===== src/verilog/pic_pkg.sv =====
// package: register map, field positions and shared types for the phy interrupt/status block
package pic_pkg;
    // registers sit at word indices; the byte address is four times the index
    localparam logic [9:0]  PIC_IDX_STATUS    = 10'h010;
    localparam logic [9:0]  PIC_IDX_CONTROL   = 10'h011;
    localparam logic [9:0]  PIC_IDX_PENDING   = 10'h012;
    localparam logic [11:0] PIC_ADDR_STATUS   = {PIC_IDX_STATUS, 2'h0};
    localparam logic [11:0] PIC_ADDR_CONTROL  = {PIC_IDX_CONTROL, 2'h0};
    localparam logic [11:0] PIC_ADDR_PENDING  = {PIC_IDX_PENDING, 2'h0};
    localparam int PIC_REG_W       = 16;
    localparam int PIC_STS_LINK    = 0;
    localparam int PIC_STS_SPEED10 = 1;
    localparam int PIC_STS_DUPLEX  = 2;
    localparam int PIC_STS_ANEG    = 4;
    localparam int PIC_STS_PEND    = 7;
    localparam int PIC_CTL_OE      = 0;
    localparam int PIC_CTL_EN      = 1;
    localparam int PIC_CTL_TEST    = 2;
    localparam int PIC_CTL_SEL     = 3;
    localparam int PIC_CTL_W       = 4;
    localparam logic [3:0] PIC_CTL_RESET = 4'h0;
    // pending/enable register: pending in 15:9, enables in 7:1 (enable bit n gates pending bit n+8)
    localparam int PIC_PND_LQ      = 15;
    localparam int PIC_PND_ED      = 14;
    localparam int PIC_PND_LINK    = 13;
    localparam int PIC_PND_SPD     = 12;
    localparam int PIC_PND_DUP     = 11;
    localparam int PIC_PND_ANC     = 10;
    localparam int PIC_PND_CNT     = 9;
    localparam int PIC_PND_LO      = 9;
    localparam int PIC_NEV         = 7;
    localparam logic [PIC_NEV-1:0] PIC_EN_RESET = 7'h00;

    typedef struct packed {
        logic link_up;
        logic speed10;
        logic full_duplex;
        logic aneg_done;
        logic loopback;
    } pic_status_type;

    typedef struct packed {
        logic lq;
        logic energy;
        logic link_chg;
        logic speed_chg;
        logic duplex_chg;
        logic aneg_cmp;
        logic cnt_half;
        logic timesync;
    } pic_event_type;
endpackage


===== src/verilog/pic_sticky.sv =====
// one sticky pending flag with set-over-clear
`timescale 1ns/1ps
module pic_sticky
    import pic_pkg::*;
(
    input  wire logic clk,
    input  wire logic rst,
    input  wire logic set,
    input  wire logic clr,
    output logic      flag
);
    logic flag_r;
    logic flag_nxt;

    always_comb begin
        flag_nxt = flag_r;
        if (clr) begin
            flag_nxt = 1'b0;
        end
        if (set) begin
            flag_nxt = 1'b1;
        end
    end

    always_ff @(posedge clk or posedge rst) begin
        if (rst) begin
            flag_r <= 1'b0;
        end else begin
            flag_r <= flag_nxt;
        end
    end

    assign flag = flag_r;
endmodule


===== src/verilog/pic_top.sv =====
// phy interrupt control, pending/enable and status summary registers behind apb
//
// Implementation choice: the APB interface to the registers.
`timescale 1ns/1ps
module pic_top
    import pic_pkg::*;
(
    input  wire logic           clk,
    input  wire logic           rst,
    input  wire logic           psel,
    input  wire logic           penable,
    input  wire logic           pwrite,
    input  wire logic [11:0]    paddr,
    input  wire logic [31:0]    pwdata,
    output logic      [31:0]    prdata,
    output logic                pready,
    output logic                pslverr,
    input  wire pic_status_type status_in,
    input  wire pic_event_type  event_in,
    input  wire logic           timesync_status_empty,
    input  wire logic           pd_irq_pin_in,
    output logic                pd_irq_pin_out,
    output logic                pd_irq_pin_oe_n,
    output logic                powerdown_req
);
    // status and event lines come from other clock domains of the phy
    pic_status_type sts_s1_r;
    pic_status_type sts_s2_r;
    pic_event_type  ev_s1_r;
    pic_event_type  ev_s2_r;
    pic_event_type  ev_d_r;
    logic [1:0]     misc_s1_r;
    logic [1:0]     misc_s2_r;

    always_ff @(posedge clk or posedge rst) begin
        if (rst) begin
            sts_s1_r  <= '0;
            sts_s2_r  <= '0;
            ev_s1_r   <= '0;
            ev_s2_r   <= '0;
            ev_d_r    <= '0;
            misc_s1_r <= 2'h0;
            misc_s2_r <= 2'h0;
        end else begin
            sts_s1_r  <= status_in;
            sts_s2_r  <= sts_s1_r;
            ev_s1_r   <= event_in;
            ev_s2_r   <= ev_s1_r;
            ev_d_r    <= ev_s2_r;
            misc_s1_r <= {timesync_status_empty, pd_irq_pin_in};
            misc_s2_r <= misc_s1_r;
        end
    end

    // events are levels from the sources; a rising edge counts as one occurrence
    pic_event_type ev_rise;
    assign ev_rise = ev_s2_r & ~ev_d_r;

    logic ts_empty;
    logic pin_in_sync;
    assign ts_empty    = misc_s2_r[1];
    assign pin_in_sync = misc_s2_r[0];

    // apb decode; zero-wait answer, unmapped addresses give pslverr
    logic access;
    logic wr;
    logic rd;
    logic hit_sts;
    logic hit_ctl;
    logic hit_pnd;
    assign access  = psel && penable;
    assign hit_sts = (paddr == PIC_ADDR_STATUS);
    assign hit_ctl = (paddr == PIC_ADDR_CONTROL);
    assign hit_pnd = (paddr == PIC_ADDR_PENDING);
    assign wr      = access && pwrite;
    assign rd      = access && !pwrite;
    assign pready  = 1'b1;
    assign pslverr = access && !(hit_sts || hit_ctl || hit_pnd);

    // control register and the enables of the pending register
    logic [PIC_CTL_W-1:0] ctl_r;
    logic [PIC_CTL_W-1:0] ctl_nxt;
    logic [PIC_NEV-1:0]   en_r;
    logic [PIC_NEV-1:0]   en_nxt;

    always_comb begin
        ctl_nxt = ctl_r;
        en_nxt  = en_r;
        if (wr && hit_ctl) begin
            ctl_nxt = pwdata[PIC_CTL_W-1:0];
        end
        if (wr && hit_pnd) begin
            en_nxt = pwdata[PIC_NEV-1+1:1];
        end
    end

    always_ff @(posedge clk or posedge rst) begin
        if (rst) begin
            ctl_r <= PIC_CTL_RESET;
            en_r  <= PIC_EN_RESET;
        end else begin
            ctl_r <= ctl_nxt;
            en_r  <= en_nxt;
        end
    end

    // timesync arm: once fired, waits for its status register to drain
    logic ts_armed_r;
    logic ts_armed_nxt;
    logic ts_fire;
    assign ts_fire = ctl_r[PIC_CTL_SEL] && ev_rise.timesync && ts_armed_r;

    always_comb begin
        ts_armed_nxt = ts_armed_r;
        if (ts_fire) begin
            ts_armed_nxt = 1'b0;
        end else if (!ts_armed_r && ts_empty) begin
            ts_armed_nxt = 1'b1;
        end
    end

    always_ff @(posedge clk or posedge rst) begin
        if (rst) begin
            ts_armed_r <= 1'b1;
        end else begin
            ts_armed_r <= ts_armed_nxt;
        end
    end

    // event mapping onto pending positions 15..9
    logic [PIC_NEV-1:0] pend_set;
    always_comb begin
        pend_set = '0;
        pend_set[PIC_PND_LQ-PIC_PND_LO]   = ev_rise.lq;
        pend_set[PIC_PND_ED-PIC_PND_LO]   = ev_rise.energy;
        pend_set[PIC_PND_LINK-PIC_PND_LO] = ev_rise.link_chg;
        pend_set[PIC_PND_ANC-PIC_PND_LO]  = ev_rise.aneg_cmp;
        pend_set[PIC_PND_CNT-PIC_PND_LO]  = ev_rise.cnt_half;
        if (ctl_r[PIC_CTL_SEL]) begin
            pend_set[PIC_PND_DUP-PIC_PND_LO] = ts_fire;
            pend_set[PIC_PND_SPD-PIC_PND_LO] = ev_rise.speed_chg || ev_rise.duplex_chg;
        end else begin
            pend_set[PIC_PND_DUP-PIC_PND_LO] = ev_rise.duplex_chg;
            pend_set[PIC_PND_SPD-PIC_PND_LO] = ev_rise.speed_chg;
        end
    end

    logic               pnd_rd;
    logic [PIC_NEV-1:0] pend;
    logic [31:0]        rdata_r;
    logic [31:0]        rdata_nxt;
    assign pnd_rd = rd && hit_pnd;

    // set wins over a clearing read, so an event in the read cycle stays pending;
    // only bits captured for the read are cleared, so a bit set after capture survives
    genvar gi;
    generate
        for (gi = 0; gi < PIC_NEV; gi = gi + 1) begin : g_pend
            pic_sticky u_flag (
                .clk (clk),
                .rst (rst),
                .set (pend_set[gi]),
                .clr (pnd_rd && rdata_r[gi + PIC_PND_LO]),
                .flag(pend[gi])
            );
        end
    endgenerate

    // interrupt request and shared pin
    logic any_pend;
    logic irq;
    assign any_pend = |pend;
    assign irq = (ctl_r[PIC_CTL_EN] && |(pend & en_r)) || ctl_r[PIC_CTL_TEST];

    logic pin_out_r;
    logic pin_out_nxt;
    logic pin_oe_n_r;
    logic pin_oe_n_nxt;
    logic pd_req_r;
    logic pd_req_nxt;

    always_comb begin
        pin_out_nxt  = !irq;
        pin_oe_n_nxt = !ctl_r[PIC_CTL_OE];
        pd_req_nxt   = !ctl_r[PIC_CTL_OE] && !pin_in_sync;
    end

    always_ff @(posedge clk or posedge rst) begin
        if (rst) begin
            pin_out_r  <= 1'b1;
            pin_oe_n_r <= 1'b1;
            pd_req_r   <= 1'b0;
        end else begin
            pin_out_r  <= pin_out_nxt;
            pin_oe_n_r <= pin_oe_n_nxt;
            pd_req_r   <= pd_req_nxt;
        end
    end

    assign pd_irq_pin_out  = pin_out_r;
    assign pd_irq_pin_oe_n = pin_oe_n_r;
    assign powerdown_req   = pd_req_r;

    // read data is registered during the setup cycle so it is stable in the access phase
    logic [PIC_REG_W-1:0] sts_word;
    always_comb begin
        sts_word = '0;
        sts_word[PIC_STS_LINK]    = sts_s2_r.link_up;
        sts_word[PIC_STS_SPEED10] = sts_s2_r.speed10;
        sts_word[PIC_STS_DUPLEX]  = sts_s2_r.full_duplex;
        sts_word[3]               = sts_s2_r.loopback;
        sts_word[PIC_STS_ANEG]    = sts_s2_r.aneg_done;
        sts_word[PIC_STS_PEND]    = any_pend;
    end

    always_comb begin
        rdata_nxt = rdata_r;
        if (psel && !penable && !pwrite) begin
            rdata_nxt = 32'h0000_0000;
            if (hit_sts) begin
                rdata_nxt[PIC_REG_W-1:0] = sts_word;
            end else if (hit_ctl) begin
                rdata_nxt[PIC_CTL_W-1:0] = ctl_r;
            end else if (hit_pnd) begin
                rdata_nxt[PIC_REG_W-1:PIC_PND_LO] = pend;
                rdata_nxt[PIC_NEV:1]               = en_r;
            end
        end
    end

    always_ff @(posedge clk or posedge rst) begin
        if (rst) begin
            rdata_r <= 32'h0000_0000;
        end else begin
            rdata_r <= rdata_nxt;
        end
    end

    assign prdata = rdata_r;
endmodule

===== config.mk =====
export PLATFORM = sky130hd
export DESIGN_NAME = pic_top
export DESIGN_NICKNAME = d
export VERILOG_FILES = /design/src/verilog/pic_pkg.sv /design/src/verilog/pic_sticky.sv /design/src/verilog/pic_top.sv
export SDC_FILE = /design/constraint.sdc
export NUM_CORES = 1
export LEC_CHECK = 0
export ABC_AREA = 1
export BUFFER_PORTS_ARGS = -buffer_cell sky130_fd_sc_hd__buf_2
export CAP_MARGIN = 10
export CORE_ASPECT_RATIO = 1.1
export CORE_MARGIN = 1.5
export CORE_UTILIZATION = 45
export DETAILED_ROUTE_END_ITERATION = 16
export GPL_ROUTABILITY_DRIVEN = 0
export GPL_TIMING_DRIVEN = 0
export PLACE_DENSITY = 0.73
export SLEW_MARGIN = 10
export SYNTH_ARGS = -nofsm -noshare
export SYNTH_HDL_FRONTEND = slang
export SYNTH_SLANG_ARGS = --single-unit

===== constraint.sdc =====
create_clock -name clk -period 6.92 [get_ports clk]
set_clock_uncertainty 0.15 [all_clocks]
set_input_delay 1.384 -clock clk [delete_from_list [all_inputs] [get_ports clk]]
set_output_delay 1.384 -clock clk [all_outputs]
set_load 0.01 [all_outputs]

# After elaboration in Yosys (flattened, before gate mapping)
# Index checks and enable logic that the tools add are counted.
[classes]
reduce_logical = 42
bitwise = 3
eq_ne = 3
mux = 25
[op_table]
columns = ["op", "count"]
rows = [
  ["equality test 12 x 7 -> 1 bit (second input constant)", 3],
  ["2-to-1 mux 7 bit", 4],
  ["logical AND 1 bit", 21],
  ["2-to-1 mux 1 bit", 17],
  ["nonzero test 2 bit", 8],
  ["OR reduction 7 bit", 2],
  ["bitwise AND 8 bit", 1],
  ["2-to-1 mux 8 bit", 1],
  ["inverter 8 bit", 1],
  ["bitwise AND 7 bit", 1],
  ["zero test 1 bit", 7],
  ["logical OR 1 bit", 4],
  ["2-to-1 mux 4 bit", 1],
  ["2-to-1 mux 3 bit", 1],
  ["2-to-1 mux 2 bit", 1],
]
[totals]
inputBits = 64
regBits = 75

# Logic depth before layout (Yosys ltp)
[depth]
depth_word = 6
ltp_mapped = 10
ltp_nobuf = 9

# Modules after synthesis
# A second synthesis with hierarchy kept.
[unflattened]
hier_cells = 331
area_unflattened_um2 = 3145.5
[by_module_without_submodules]
columns = ["mod", "cells_each", "seq_area_each_um2", "area_per_inst_um2", "instances"]
rows = [
  ["pic_top", 289, 1705.4, 2839.0, 1],
  ["pic_sticky", 6, 25.0, 43.8, 7],
]

# Worst setup path before layout
# Ideal clock, no wire load.
[synth_timing]
path_kind = "input to output"
startpoint = "input port paddr[2]"
endpoint = "output port pslverr"
slack_ns = 3.306
t_required_ns = 5.386
path_stages = 7
n_path_buf = 1
arrival_ns = 2.080
path_cell_list = "inv_1 > nand3_1 > inv_2 > nand2_4 > buf_4 > nand3_1 > a21oi_1"
[synth_between]
elab_chain_cells = 5
[synth_rtl]
columns = ["element", "line_no", "source"]
rows = [
  ["from (decl)", "pic_top.sv:13", "input wire logic [11:0] paddr,"],
  ["equality test 12 x 7 -> 1 bit, on equally long branches", "pic_top.sv:72, pic_top.sv:73", ""],
  ["logical OR 1 bit", "pic_top.sv:78", "assign pslverr = access && !(hit_sts || hit_ctl || hit_pnd);"],
  ["logical OR 1 bit (*)", "pic_top.sv:78", ""],
  ["zero test 1 bit (*)", "pic_top.sv:78", ""],
  ["logical AND 1 bit (*)", "pic_top.sv:78", ""],
  ["to (decl)", "pic_top.sv:17", "output logic pslverr,"],
]
# Mark *: on every way between the ends. The rest lies on a longest branch, timed or not.

# Final worst setup path
# Same ends and word-level chain as after synthesis.

==> key figures <==
Power
  • P_sw: 192 uW
  • Pwr per Cell Area: 221 mW/mm2
  • Sw Ratio: 23.8%
  • Cell Int Power: 612 uW
  • Leak: 2.02 nW
  • Peak supply drop: 0.111 mV
  • Comb power frac: 6.2%
  • Seq pwr share: 56.5%
  • Clk network pwr share: 37.2%
  • Power after layout: 804 uW

Logic synthesis
  • Number of enable flip-flop cells after synthesis: 0
  • Unique cell type count in the Yosys netlist: 22
  • #FFs+latches synth: 75
  • Largest area contributor in the netlist: dfrtp_1
  • Synth top area cells: dfrtp_1 61%, nand2_1 10%, buf_4 5.5%
  • Syn Inst Count: 303
  • Synth top area share: 60.5%
  • Post-synth ARST share: 100%
  • Count leader, synth: nand2_1
  • Register area share after synthesis: 63.2%
  • Post-Syn Area: 0.00298 mm2
  • Syn avg cell area: 9.83 um2
  • Synth Flop Type: dfrtp_1
  • Synth Warn #: 0
  • Commonest cells in the synthesized netlist: 83 x nand2_1, 72 x dfrtp_1, 29 x inv_1, 24 x o21ai_0, 22 x buf_4

Layout
  • Ant diodes: 0
  • Final #Nets: 453
  • Multi-input logic area: 865 um2
  • Fill cells: 563
  • Utilization after layout: 58.0%
  • Finished Layout Cells: 474
  • Share of layout cells above drive strength 1: 28.2%
  • Syn-to-layout area delta: 22.1%
  • Fin area: 0.00364 mm2
  • FF+latch area: 0.00188 mm2

Worst setup path
  • Worst-path maximum fanout: 10
  • Slowest CP cell: buf_4
  • CP cell instances: buf_2, inv_1, nand3_1, inv_2, nand2_4, buf_4, nand3_1, a21oi_1, buf_2
  • Setup CP Type: in -> out
  • Critical path required time: 5.39 ns
  • Worst Path Buf+Inv: 5
  • Worst setup EP type: output pin
  • Critical path arrival: 2.45 ns
  • Worst Setup Start Kind: input pin
  • Max incr delay on CP: 0.18 ns
  • CP top delay family: buffers and inverters

Clock network
  • Clock Sinks: 75
  • Clk slew on worst S/H paths: 0.07 ns
  • Max clock buf depth: 2
  • CTS resizes: 0
  • Worst skew pair latency: 0.35 ns
  • H-Tree Depth: 3
  • Cts hold-fix bufs: 0
  • TritonCTS clock tree: done
  • CTS Root Cell: clkbuf_8
  • CTS buffer count: 9
  • Post-CTS Setup Inserts: 0

Min path
  • Worst hold path type: reg -> reg

Global routing
  • First-pass GRT wire length: 8790 um
  • Vias in the first global route: 1986
  • Grt total ovfl: 0
  • Pin count of the biggest net entering global routing: 48
  • Global Route Usage Sum: 17.1%
  • Initial antenna violation count: 0

Routing
  • DRT antenna net count: 0
  • Total Routed Length: 5610 um
  • Wirelength per Cell: 11.8 um
  • Post-DR vias/cell: 4.62
  • First drt pass iteration count: 4
  • Via count: 2188
  • DRC errors left: 0
  • Starting DRC count in detailed routing: 113

Die
  • IO Pins: 101
  • Die Y: 88.3 um
  • Row count: 30
  • Initial core utilization: 47.5%
  • Core area: 0.00627 mm2
  • Die area: 0.00712 mm2
  • Die W: 80.6 um

STA
  • Post-Route Setup TNS: 0 ns
  • Final min period: 3.99 ns
  • Final Hold Fails: 0
  • Period utilization: 57.6%
  • Unrepaired setup endpoints after global routing: no
  • Peak Freq: 251 MHz
  • Final setup fails: 0
  • Max-slew violations: 0

Placed design
  • Placed insts: 458
  • Placed Area: 0.00346 mm2
  • Detailed Place HPWL: 4100 um
  • IO buf count: 58

Run
  • Max_cap viols: 0

Outcome
  • Status: finished clean
[worst reg2reg max path: cells and delay by family, from the launching register on]
family          cells  cell delay, ns
flops               1            0.43
compound gates      2            0.30
simple gates        3            0.24
[cell type report]
cell class / count / share of cell area [%]
well taps: 80 / 2.75
plain buffers: 24 / 4.95
clock inverters: 5 / 1.03
flip-flops and latches: 75 / 51.7
repair buffers: 59 / 8.74
inverters: 30 / 3.16
clock buffers: 11 / 3.89
multi-input cells: 190 / 23.8
[kinds of logic (layout without fill, tap and decap cells)]
family,after synthesis,in the layout,share of synthesized area (%)
other cells,2,18,0.252
flops,75,75,63.2
buf+inv,54,129,9.83
simple gates,139,139,21.2
compound gates,33,33,5.59
[routing by layer]
| layer | vias up | GRT usage [%] | wire length (um) | part of all wire [%] |
|---|---|---|---|---|
| li1 | 1090 | - | - | - |
| met1 | 1013 | 21.1 | 2350 | 42 |
| met2 | 78 | 26.3 | 2760 | 49 |
| met3 | 7 | 5.57 | 401 | 7.1 |
| met4 | 0 | 10.3 | 95 | 1.7 |
| met5 | - | 0 | 0 | 0 |
[path summary, 6_finish.rpt]
| kind | from | end | slack [ns] | cells past startpoint |
|---|---|---|---|---|
| hold / removal | sts_s1_r[3] | sts_s2_r[3] | 0.20 | 0 |
| setup reg to reg | g_pend[6].u_flag.flag | pd_irq_pin_out | 5.72 | 5 |
| max in group asynchronous | rst | pd_irq_pin_out | 5.15 | 3 |
| min in group asynchronous | rst | ev_s1_r[6] | 0.87 | 2 |
| hold reg to reg | sts_s1_r[3] | sts_s2_r[3] | 0.20 | 0 |
| setup / recovery | paddr[2] | pslverr | 2.93 | 9 |
[power by group through the flow]
stage	Combinational, mW	Clock [mW]	Sequential (mW)
4_1_cts	0.0506	0.310	0.454
2_1_floorplan	0.0302	0	0.462
3_3_place_gp	0.0471	0	0.463
3_5_place_dp	0.0504	0	0.463
5_1_grt	0.0568	0.331	0.456
6_report	0.0501	0.299	0.454
[flip-flops by register name (all words and copies together), names as in the netlist]
signal              count
g_pend.u_flag.flag      7
prdata                 15
sts_s1_r                5
misc_s2_r               2
sts_s2_r                5
powerdown_req           1
ctl_r                   4
en_r                    7
ev_s2_r                 8
misc_s1_r               2
pd_irq_pin_oe_n         1
ts_armed_r              1
ev_s1_r                 8
pd_irq_pin_out          1
ev_d_r                  8
[layout by cell type (no fill, tap or decap), types with 2 or more instances in the layout]
cell / netlist / final
nand2_1: 83 / 83
dfrtp_1: 72 / 72
buf_2: 0 / 58
inv_1: 29 / 28
o21ai_0: 24 / 24
buf_4: 22 / 22
nand3_1: 21 / 21
conb_1: 2 / 18
nor2_1: 17 / 17
clkbuf_8: 0 / 10
nand4_1: 8 / 8
a21oi_1: 7 / 7
nor2_4: 3 / 3
dfstp_2: 3 / 3
nand2_2: 2 / 2
nand2_4: 2 / 2
clkbuf_1: 1 / 2
clkinvlp_4: 0 / 2
[per-stage QoR]
| step | worst slack (ns) | hold slack (ns) |
|---|---|---|
| 6_report | 2.93 | 0.198 |
| 4_1_cts | 2.93 | 0.203 |
| 3_3_place_gp | 2.71 | 0.182 |
| 2_1_floorplan | 3.31 | 0.181 |
| 5_1_grt | 2.85 | 0.207 |
| 3_5_place_dp | 2.93 | 0.185 |
(Power assumes the default switching activity.)
